File: config.mk
export PLATFORM = sky130hd
export DESIGN_NAME = core_special_registers
export DESIGN_NICKNAME = d
export VERILOG_FILES = /design/src/core_sfr_pkg.sv /design/src/core_special_registers.sv
export SDC_FILE = /design/constraint.sdc
export NUM_CORES = 1
export LEC_CHECK = 0
export BUFFER_PORTS_ARGS = -buffer_cell sky130_fd_sc_hd__clkbuf_2
export CAP_MARGIN = 10
export CORE_MARGIN = 10
export CORE_UTILIZATION = 49
export DETAILED_ROUTE_END_ITERATION = 10
export GPL_ROUTABILITY_DRIVEN = 0
export GPL_TIMING_DRIVEN = 1
export PLACE_DENSITY = 0.9
export SYNTH_ARGS = -nofsm -noshare
export SYNTH_HDL_FRONTEND = slang
export SYNTH_SLANG_ARGS = --single-unit
File: constraint.sdc
create_clock -name sys_clk -period 2.8 [get_ports sys_clk]
set_input_delay 0.28 -clock sys_clk [delete_from_list [all_inputs] [get_ports sys_clk]]
set_output_delay 0.28 -clock sys_clk [all_outputs]
set_load 0.02 [all_outputs]
File: src/core_sfr_pkg.sv
// package: offsets, fields, reset values and carriers for the core special registers
package core_sfr_pkg;

  // register offsets (word indices of the core special registers, taken from bus address bits 8:2)
  localparam logic [6:0] ofs_indirect_port_zero = 7'h00;
  localparam logic [6:0] ofs_indirect_port_one = 7'h01;
  localparam logic [6:0] ofs_pc_low_byte = 7'h02;
  localparam logic [6:0] ofs_arith_power_flags = 7'h03;
  localparam logic [6:0] ofs_pointer_zero_low = 7'h04;
  localparam logic [6:0] ofs_pointer_zero_high = 7'h05;
  localparam logic [6:0] ofs_pointer_one_low = 7'h06;
  localparam logic [6:0] ofs_pointer_one_high = 7'h07;
  localparam logic [6:0] ofs_bank_number = 7'h08;
  localparam logic [6:0] ofs_working_accumulator = 7'h09;
  localparam logic [6:0] ofs_pc_upper_latch = 7'h0a;

  // flag positions within arith_power_flags
  localparam int bit_carry = 0;
  localparam int bit_digit_carry = 1;
  localparam int bit_zero = 2;
  localparam int bit_power_down = 3;
  localparam int bit_timeout = 4;

  // implemented bit masks
  localparam logic [7:0] flags_mask = 8'h1f;
  localparam logic [7:0] upper_latch_mask = 8'h7f;
  localparam logic [7:0] bank_mask = 8'h3f;

  // reset values
  localparam logic [7:0] rst_pc_low_byte = 8'h00;
  localparam logic [7:0] rst_flags = 8'h18;
  localparam logic [15:0] rst_pointer = 16'h0000;
  localparam logic [7:0] rst_bank_number = 8'h00;
  localparam logic [7:0] rst_working_accumulator = 8'h00;
  localparam logic [7:0] rst_pc_upper_latch = 8'h00;
  localparam logic [31:0] rst_wb_data = 32'h0000_0000;

  // alu operation classes reported by the datapath
  typedef enum logic [2:0]
  {
    op_none = 3'h0,
    op_logic = 3'h1,
    op_add = 3'h2,
    op_sub = 3'h3,
    op_rot_right = 3'h4,
    op_rot_left = 3'h5
  } alu_op_t;

  // one datapath result to fold into the flags
  typedef struct packed
  {
    alu_op_t op;
    logic [7:0] operand_a;
    logic [7:0] operand_b;
  } alu_event_t;

  // power / watchdog events from the instruction decoder
  typedef struct packed
  {
    logic clear_watchdog;
    logic sleep;
    logic watchdog_timeout;
  } power_event_t;

  // indirect data redirect toward data memory
  typedef struct packed
  {
    logic valid;
    logic write;
    logic [15:0] addr;
    logic [7:0] wdata;
  } mem_req_t;

endpackage : core_sfr_pkg

File: src/core_special_registers.sv
// core special registers behind a classic wishbone slave
`timescale 1ns/1ps
`default_nettype none

// What this block does
// - pc low byte is read and written directly by software
// - pc upper latch holds seven bits buffering the upper program counter
// - timeout flag sets at power-up, clear-watchdog or sleep
// - timeout flag clears on watchdog timer time-out
// - power-down flag sets at power-up or clear-watchdog
// - power-down flag clears on sleep
// - power-on reset sets both power flags; other resets use reset condition
// - zero flag follows whether the alu result is zero on logic, add and subtract
// - digit carry flag is carry out of bit three on add and subtract
// - carry flag is carry out of the top bit on add and subtract
// - subtraction adds two's complement, so carries read as inverted borrow
// - rotate through carry loads carry from the shifted-out source bit
// - power-on reset clears zero, digit carry, carry; other resets keep them
// - pointer zero addresses data for indirect port zero
// - pointer one addresses data for indirect port one
// - each pointer is reachable as separate high and low bytes
// - bank number holds six bits for the top of direct addresses
// - indirect port accesses are redirected to the pointer's address
// - pointer aimed at an indirect port reads zero, write suppressed
module core_special_registers
(
  input wire logic sys_clk,
  input wire logic rst,
  input wire logic power_on_reset,
  input wire logic other_reset,
  input wire logic other_reset_timeout,
  input wire logic other_reset_power_down,
  input wire logic wb_cyc_i,
  input wire logic wb_stb_i,
  input wire logic wb_we_i,
  input wire logic [31:0] wb_adr_i,
  input wire logic [3:0] wb_sel_i,
  input wire logic [31:0] wb_dat_i,
  output logic [31:0] wb_dat_o,
  output logic wb_ack_o,
  input wire core_sfr_pkg::alu_event_t alu_event,
  input wire core_sfr_pkg::power_event_t power_event,
  input wire logic [7:0] mem_rdata,
  output core_sfr_pkg::mem_req_t mem_req,
  output logic [7:0] pc_low_out,
  output logic [6:0] pc_upper_out,
  output logic [5:0] bank_out,
  output logic [7:0] accumulator_out,
  output logic [4:0] flags_out
);

  ////////////////////////////////////////////////////////////////////////////
  // state
  logic [7:0] pcl_q, pcl_d;
  logic [7:0] flags_q, flags_d;
  logic [15:0] ptr0_q, ptr0_d;
  logic [15:0] ptr1_q, ptr1_d;
  logic [7:0] bank_q, bank_d;
  logic [7:0] acc_q, acc_d;
  logic [7:0] upper_q, upper_d;
  logic ack_q, ack_d;
  logic [31:0] rdata_q, rdata_d;
  core_sfr_pkg::mem_req_t mreq_q, mreq_d;

  ////////////////////////////////////////////////////////////////////////////
  // indirect reads: pointer goes out first, memory data is taken one cycle later
  typedef enum logic [1:0]
  {
    ind_idle = 2'b01,
    ind_fetch = 2'b10
  } ind_state_t;

  ind_state_t ind_q, ind_d;

  // true when an address names one of the two indirect ports
  function automatic logic is_indirect(input logic [15:0] a);
    logic [15:0] port_zero;
    logic [15:0] port_one;
    port_zero = {9'h000, core_sfr_pkg::ofs_indirect_port_zero};
    port_one = {9'h000, core_sfr_pkg::ofs_indirect_port_one};
    is_indirect = (a == port_zero) || (a == port_one);
  endfunction : is_indirect

  ////////////////////////////////////////////////////////////////////////////
  // bus decode
  logic req;
  logic wr_take;
  logic [6:0] ofs;
  logic lane0;
  logic [7:0] wbyte;

  assign req = wb_cyc_i && wb_stb_i && !ack_q;
  assign wr_take = req && wb_we_i && lane0;
  assign ofs = wb_adr_i[8:2];
  assign lane0 = wb_sel_i[0];
  assign wbyte = wb_dat_i[7:0];

  ////////////////////////////////////////////////////////////////////////////
  // alu flag computation
  logic [8:0] sum9;
  logic [4:0] sum5;
  logic [7:0] addend;
  logic carry_in;

  always_comb
  begin
    // subtract adds two's complement of the second operand
    addend = (alu_event.op == core_sfr_pkg::op_sub) ? ~alu_event.operand_b
                                                    : alu_event.operand_b;
    carry_in = (alu_event.op == core_sfr_pkg::op_sub);
    sum9 = {1'b0, alu_event.operand_a} + {1'b0, addend} + {8'h00, carry_in};
    sum5 = {1'b0, alu_event.operand_a[3:0]} + {1'b0, addend[3:0]} + {4'h0, carry_in};
  end

  ////////////////////////////////////////////////////////////////////////////
  // next state
  always_comb
  begin
    pcl_d = pcl_q;
    flags_d = flags_q;
    ptr0_d = ptr0_q;
    ptr1_d = ptr1_q;
    bank_d = bank_q;
    acc_d = acc_q;
    upper_d = upper_q;
    ack_d = 1'b0;
    rdata_d = rdata_q;
    mreq_d = '0;
    // a read that the master abandons falls back to idle
    ind_d = ind_idle;

    // datapath flag updates
    case (alu_event.op)
      core_sfr_pkg::op_logic:
      begin
        flags_d[core_sfr_pkg::bit_zero] = (alu_event.operand_a == 8'h00);
      end
      core_sfr_pkg::op_add, core_sfr_pkg::op_sub:
      begin
        flags_d[core_sfr_pkg::bit_zero] = (sum9[7:0] == 8'h00);
        flags_d[core_sfr_pkg::bit_digit_carry] = sum5[4];
        flags_d[core_sfr_pkg::bit_carry] = sum9[8];
      end
      core_sfr_pkg::op_rot_right:
      begin
        flags_d[core_sfr_pkg::bit_carry] = alu_event.operand_a[0];
      end
      core_sfr_pkg::op_rot_left:
      begin
        flags_d[core_sfr_pkg::bit_carry] = alu_event.operand_a[7];
      end
      default:
      begin
        flags_d = flags_d;
      end
    endcase

    // power events; watchdog time-out outranks clear-watchdog and sleep in the same cycle
    if (power_event.clear_watchdog)
    begin
      flags_d[core_sfr_pkg::bit_timeout] = 1'b1;
      flags_d[core_sfr_pkg::bit_power_down] = 1'b1;
    end
    if (power_event.sleep)
    begin
      flags_d[core_sfr_pkg::bit_timeout] = 1'b1;
      flags_d[core_sfr_pkg::bit_power_down] = 1'b0;
    end
    if (power_event.watchdog_timeout)
    begin
      flags_d[core_sfr_pkg::bit_timeout] = 1'b0;
    end

    // wishbone slave: one-cycle ack, byte lane 0 carries the data
    if (req)
    begin
      ack_d = 1'b1;
      rdata_d = core_sfr_pkg::rst_wb_data;
      if (wb_adr_i[31:9] == 23'h000000)
      begin
        case (ofs)
          core_sfr_pkg::ofs_indirect_port_zero:
          begin
            if (is_indirect(ptr0_q))
            begin
              rdata_d = core_sfr_pkg::rst_wb_data;
            end
            else if (wb_we_i)
            begin
              mreq_d.valid = lane0;
              mreq_d.write = wr_take;
              mreq_d.addr = ptr0_q;
              mreq_d.wdata = wbyte;
            end
            else if (ind_q == ind_idle)
            begin
              ack_d = 1'b0;
              ind_d = ind_fetch;
              mreq_d.valid = 1'b1;
              mreq_d.addr = ptr0_q;
            end
            else
            begin
              // memory has held the pointer for one cycle
              rdata_d = {24'h000000, mem_rdata};
            end
          end
          core_sfr_pkg::ofs_indirect_port_one:
          begin
            if (is_indirect(ptr1_q))
            begin
              rdata_d = core_sfr_pkg::rst_wb_data;
            end
            else if (wb_we_i)
            begin
              mreq_d.valid = lane0;
              mreq_d.write = wr_take;
              mreq_d.addr = ptr1_q;
              mreq_d.wdata = wbyte;
            end
            else if (ind_q == ind_idle)
            begin
              ack_d = 1'b0;
              ind_d = ind_fetch;
              mreq_d.valid = 1'b1;
              mreq_d.addr = ptr1_q;
            end
            else
            begin
              // memory has held the pointer for one cycle
              rdata_d = {24'h000000, mem_rdata};
            end
          end
          core_sfr_pkg::ofs_pc_low_byte:
          begin
            rdata_d = {24'h000000, pcl_q};
            if (wr_take)
            begin
              pcl_d = wbyte;
            end
          end
          core_sfr_pkg::ofs_arith_power_flags:
          begin
            rdata_d = {24'h000000, flags_q & core_sfr_pkg::flags_mask};
            if (wr_take)
            begin
              // only zero, digit carry and carry are writable
              flags_d[2:0] = wbyte[2:0];
            end
          end
          core_sfr_pkg::ofs_pointer_zero_low:
          begin
            rdata_d = {24'h000000, ptr0_q[7:0]};
            if (wr_take)
            begin
              ptr0_d[7:0] = wbyte;
            end
          end
          core_sfr_pkg::ofs_pointer_zero_high:
          begin
            rdata_d = {24'h000000, ptr0_q[15:8]};
            if (wr_take)
            begin
              ptr0_d[15:8] = wbyte;
            end
          end
          core_sfr_pkg::ofs_pointer_one_low:
          begin
            rdata_d = {24'h000000, ptr1_q[7:0]};
            if (wr_take)
            begin
              ptr1_d[7:0] = wbyte;
            end
          end
          core_sfr_pkg::ofs_pointer_one_high:
          begin
            rdata_d = {24'h000000, ptr1_q[15:8]};
            if (wr_take)
            begin
              ptr1_d[15:8] = wbyte;
            end
          end
          core_sfr_pkg::ofs_bank_number:
          begin
            rdata_d = {24'h000000, bank_q};
            if (wr_take)
            begin
              bank_d = wbyte & core_sfr_pkg::bank_mask;
            end
          end
          core_sfr_pkg::ofs_working_accumulator:
          begin
            rdata_d = {24'h000000, acc_q};
            if (wr_take)
            begin
              acc_d = wbyte;
            end
          end
          core_sfr_pkg::ofs_pc_upper_latch:
          begin
            rdata_d = {24'h000000, upper_q};
            if (wr_take)
            begin
              upper_d = wbyte & core_sfr_pkg::upper_latch_mask;
            end
          end
          default:
          begin
            rdata_d = core_sfr_pkg::rst_wb_data;
          end
        endcase
      end
    end

    // power-on or brown-out reset
    if (power_on_reset)
    begin
      flags_d = core_sfr_pkg::rst_flags;
    end
    else if (other_reset)
    begin
      flags_d[core_sfr_pkg::bit_timeout] = other_reset_timeout;
      flags_d[core_sfr_pkg::bit_power_down] = other_reset_power_down;
    end
  end

  ////////////////////////////////////////////////////////////////////////////
  // registers
  always_ff @(posedge sys_clk)
  begin
    if (rst)
    begin
      pcl_q <= core_sfr_pkg::rst_pc_low_byte;
      flags_q <= core_sfr_pkg::rst_flags;
      ptr0_q <= core_sfr_pkg::rst_pointer;
      ptr1_q <= core_sfr_pkg::rst_pointer;
      bank_q <= core_sfr_pkg::rst_bank_number;
      acc_q <= core_sfr_pkg::rst_working_accumulator;
      upper_q <= core_sfr_pkg::rst_pc_upper_latch;
      ack_q <= 1'b0;
      rdata_q <= core_sfr_pkg::rst_wb_data;
      mreq_q <= '0;
      ind_q <= ind_idle;
    end
    else
    begin
      pcl_q <= pcl_d;
      flags_q <= flags_d;
      ptr0_q <= ptr0_d;
      ptr1_q <= ptr1_d;
      bank_q <= bank_d;
      acc_q <= acc_d;
      upper_q <= upper_d;
      ack_q <= ack_d;
      rdata_q <= rdata_d;
      mreq_q <= mreq_d;
      ind_q <= ind_d;
    end
  end

  ////////////////////////////////////////////////////////////////////////////
  // outputs
  assign wb_ack_o = ack_q;
  assign wb_dat_o = rdata_q;
  assign mem_req = mreq_q;
  assign pc_low_out = pcl_q;
  assign pc_upper_out = upper_q[6:0];
  assign bank_out = bank_q[5:0];
  assign accumulator_out = acc_q;
  assign flags_out = flags_q[4:0];

endmodule : core_special_registers

`default_nettype wire

Yosys cells after proc, flatten, opt, wreduce, memory -nomap -nowiden:

Cells that the tools add are included.

* bitwise gates (word level): 3
* eq/ne operators: 18
* add/subtract/negate cells: 4
* multiplexer cells: 40
* reduce and logical (&&, ||, !) cells: 27

Operators by type and width (number)
* $pmux 32 s11: 1
* $mux 16: 4
* $mux 26: 2
* $pmux 26 s2: 1
* $mux 8: 6
* $eq 16x1->1 const B: 2
* $logic_not 16->1: 2
* $mux 32: 1
* $reduce_and 4->1: 8
* $eq 7x3->1 const B: 4
* $logic_not 23->1: 1
* $eq 7x4->1 const B: 3
* $logic_not 8->1: 2
* $eq 7x2->1 const B: 2
* $mux 2: 7
* $mux 3: 4
* $mux 1: 10
* $add 8x8->9: 1
* $add 9x1->9: 1
* $not 8->8: 1
* $eq 7x1->1 const B: 1
* $logic_not 7->1: 1
* $eq 3x2->1 const B: 2
* $eq 3x3->1 const B: 2
* other kinds (15): 23

* output and inout port bits: 93
* input port bits: 107
* bits in registers: 127
* logic and storage cells: 110

Depth between registers and ports, before layout:

* word-level depth: 10
* depth in mapped cells: 11

Worst setup path before layout:

Ideal clock, no wire load.

* path kind: input to register
* start point: input port alu_event[18] (netlist bit)
* end point: register flags_q[0]
* path slack: 0.469 ns
* stages on the path: 11
* data required time: 2.724 ns
* arrival: 2.255 ns
* path buffers: 1
* cells stage by stage: nand3b_1 -> clkbuf_1 -> xnor2_1 -> inv_1 -> fa_1 -> nand2b_1 -> a21oi_1 -> a21oi_1 -> o211ai_1 -> o221ai_1 -> a21boi_0

* cells in the longest elaborated chain, start to end: 9
* elaborated cells between the ends (all ways): 13

RTL lines
* from (decl): line core_special_registers.sv:41 `input wire core_sfr_pkg::alu_event_t alu_event,`
* $eq 3x2->1: line core_special_registers.sv:108, core_special_registers.sv:110, core_special_registers.sv:133
* $mux 8: line core_special_registers.sv:108 `addend = (alu_event.op == core_sfr_pkg::op_sub) ? ~alu_event.operand_b`
* $add 8x8->9: line core_special_registers.sv:111 `sum9 = {1'b0, alu_event.operand_a} + {1'b0, addend} + {8'h00, carry_in};`
* $add 9x1->9: line core_special_registers.sv:111
* $pmux 1 s3 (*): line core_special_registers.sv:133 `case (alu_event.op)`
* $mux 3: line core_special_registers.sv:245 `if (wr_take)`
* $mux 3: line core_special_registers.sv:181 `case (ofs)`
* $mux 3: line core_special_registers.sv:179 `if (wb_adr_i[31:9] == 23'h000000)`
* $mux 3 (*): line core_special_registers.sv:175 `if (req)`
* to (signal assigned): line core_special_registers.sv:334 `flags_q <= core_sfr_pkg::rst_flags;`
* to (signal assigned): line core_special_registers.sv:348 `flags_q <= flags_d;`
* to (decl): line core_special_registers.sv:55 `logic [7:0] flags_q, flags_d;`

Mark *: on every way between the ends. The rest lies on a longest branch, timed or not.
A chain may end at the register's enable or synchronous reset.

Worst setup path after layout:

* start point: register ptr1_q[3]
* end point: register rdata_q[1] (netlist: wb_dat_o[1])

* cells in the longest elaborated chain, start to end: 5
* elaborated cells between the ends (all ways): 6

RTL lines
* from (decl): line core_special_registers.sv:57 `logic [15:0] ptr1_q, ptr1_d;`
* from (signal assigned): line core_special_registers.sv:336 `ptr1_q <= core_sfr_pkg::rst_pointer;`
* from (signal assigned): line core_special_registers.sv:350 `ptr1_q <= ptr1_d;`
* $eq 16x1->1 / $logic_not 16->1 (equally long branches): line core_special_registers.sv:81 `is_indirect = (a == port_zero) || (a == port_one);`
* $logic_or 1x1->1 (*): line core_special_registers.sv:81
* $mux 8 (*): line core_special_registers.sv:210 `if (is_indirect(ptr1_q))`
* $pmux 32 s11 (*): line core_special_registers.sv:181
* $mux 32 (*): line core_special_registers.sv:179
* to (signal assigned): line core_special_registers.sv:341 `rdata_q <= core_sfr_pkg::rst_wb_data;`
* to (signal assigned): line core_special_registers.sv:355 `rdata_q <= rdata_d;`
* to (decl): line core_special_registers.sv:62 `logic [31:0] rdata_q, rdata_d;`

Marked as above.

==> flow_summary.toml <==
[clocking]
numCtsBuffers = 9
cts.root.buffer_cell = "clkbuf_8"
cts_resized = 0
clkTransAtPathRegs_ps = 90
htree_levels = 3
worstSkewPairLatency_ps = 370
clock-sinks = 103
cts_setup_buffers = 0
cts_tree = "built"
ctsLongestPathBuffers = 2
ctsHoldBuffers = 0

[min_path]
whs_path_depth = 2
min_from = "power_on_reset"
hold_path.class = "in2reg"
holdPathEnd = "flags_q[1]"

[pwr]
ir_drop_mv = 0.2987
power_density_nw_per_um2 = 442.2
power_w = 0.002765
p_leak_nw = 2.564

[floorplanning]
die_x_um = 123.4
die-height_um = 123.4
die_area_sq_um = 15230
ios = 200
initial_core_util = 0.5052
core_sq_um = 10370
rows = 37

[cells_and_area]
design_area_sq_um = 6254
layout.nets = 846
utilization = 0.6030
final_common_cell = "clkbuf_2"
diodes = 0
area.growth.synth_to_final_pct = 19.37
drive_gt1_frac = 0.2698
most-common-layout-cells = "clkbuf_2 (146), nor2_1 (104), dfxtp_1 (103), mux2i_1 (71), nand2_1 (26)"

[place]
placed_area_sq_um = 6047
dp_hpwl_mm = 13.08
dpl_worst_slack_ps = 290.9
io_buffers = 146

[synth]
yosysSeqAreaShare = 0.3936
async_flop_share = 0
synth_flop_cell = "dfxtp_1"
synth.distinct_cells = 63
synth_top_area_frac = 0.3936
synth-edff-count = 0
netlist_area_sq_um = 5239
avgSynthCellArea_sq_um = 8.940
yosys.area.top_type = "dfxtp_1"
yosysWarnings = 0
yosys-top-cells-area = "dfxtp_1 (39%), mux2i_1 (14%), nor2_1 (7.5%)"
ys_ff_latch = 103
syn_inst = 586

[detailed_routing]
post_drt_wl_per_cell_um = 19.27
routed-via-count = 5125
drc_errors = 0
viasPerCell = 5.891
wirelength_mm = 16.76
antenna_left = 0
initialDrtViolationCount = 574
drtPass1Iterations = 5

[sta]
skew_ps = 10.38
finalCritPeriodShare = 0.7854
setup_viol = 0
rsz0062_at_grt = "false"
slew_viol_final = 0
tightest_slew_ps = 666.8
fmax_mhz = 454.7
fin_ws_ps = 600.8
hold_viol = 0
period_minus_slack_ps = 2199
relSlewSlack = 0.5540
fin_setup_tns_ps = 0

[worst_setup_path]
end_kind = "flop"
r2r_cells = 6
reg2reg_to = "wb_dat_o[1]"
cp_max_fo = 8
crit_type = "reg2reg"
slowest_delay_ps = 460
critPathRequiredTime_ps = 3040
r2r_slack_ps = 600
worstPathArrival_ps = 2440
cp-start-kind = "flop"
worst_path_max_delay_cell = "a221oi_1"
critical_path.top_delay_family = "compound AO/OA/AOI/OAI gates"
path_cells = "nor4_1 -> nand4_1 -> and3_1 -> o21a_1 -> a221oi_1 -> o21ai_0"
r2r_start = "ptr1_q[3]"
cp_num_buf_inv = 0

[grt]
met1_usage = 0.2628
grtUsageMet2 = 0.3492
grt_util_met3 = 0.07110
antenna_found_initial = 0
grt_max_degree = 65
busiest_layer = "met2"
track_usage = 0.2171
grt_pass1_vias = 4949
grt-ovfl-total = 0
grt_pass1_wl_mm = 26.32

[run_status]
status = "finished clean"

[job]
drv_cap = 0
## how the worst max path moves through the flow
stage | startpoint | to | slack [ps] | cells past startpoint
3_3_place_gp | alu_event[18] | flags_q[0] | 330 | 11
6_report | ptr1_q[3] | wb_dat_o[1] | 600 | 6
4_1_cts | alu_event[18] | flags_q[0] | 660 | 11
5_1_grt | alu_event[18] | flags_q[0] | 380 | 11
3_5_place_dp | alu_event[18] | flags_q[0] | 290 | 11
2_1_floorplan | alu_event[18] | flags_q[0] | 470 | 11
## per-layer routing
layer  routed length [um]  vias to the layer above
met5                    0                        -
met4                  676                        0
met3                 2012                       64
met2                 7748                      360
met1                 6325                     2354
li1                     -                     2347
## sequential cells by signal, summed over array words and instances (netlist names)
name             flops
ind_q                2
pc_low_out           8
accumulator_out      8
flags_q              5
upper_q              7
bank_q               6
wb_ack_o             1
wb_dat_o             8
ptr0_q              16
ptr1_q              16
mem_req             26
## per-stage QoR
stage,hold WS [ps],cells
after detailed placement,443.2,854
after floorplan,359.3,609
after CTS,77.40,870
final,87.78,870
after global placement,435.6,854
after global routing,83.82,870
## synth_stat cells (5+ instances only)
cell type,n
o21ai_0,15
dfxtp_1,103
nor4_1,12
a22oi_1,20
and2_1,9
clkbuf_1,18
a221oi_1,10
buf_4,25
a21oi_1,23
buf_2,5
nor2_1,104
mux2i_1,71
xnor2_1,9
nand4_1,8
ha_1,9
nor3_1,11
nand3_1,16
buf_1,7
nand2_1,26
inv_1,11
## cells by family after synthesis
logic type	after synthesis	share of synthesized area
AO/OA/AOI/OAI	101	0.1335
XOR/XNOR	10	0.01672
adder cells (fa/ha/maj)	10	0.02532
buffers and inverters	67	0.06926
flip-flops	103	0.3936
multiplexers	73	0.1421
other	1	0.0007158
AND/OR/NAND/NOR	221	0.2188
## power by group
group / switching, W / leakage [nW] / internal, W
Sequential: 0.00000379 / 0.830 / 0.00147
Combinational: 0.000215 / 1.63 / 0.000121
Clock: 0.000510 / 0.105 / 0.000448
## layout make-up
type | instances | area, sq um
clock buffer | 11 | 141.4
clock inverter | 5 | 65.06
fill | 901 | 4116
inverter | 11 | 41.29
multi-input combinational | 439 | 2900
sequential | 103 | 2062
tap | 136 | 170.2
timing repair buffer | 165 | 873.3
(Power assumes the default switching activity.)
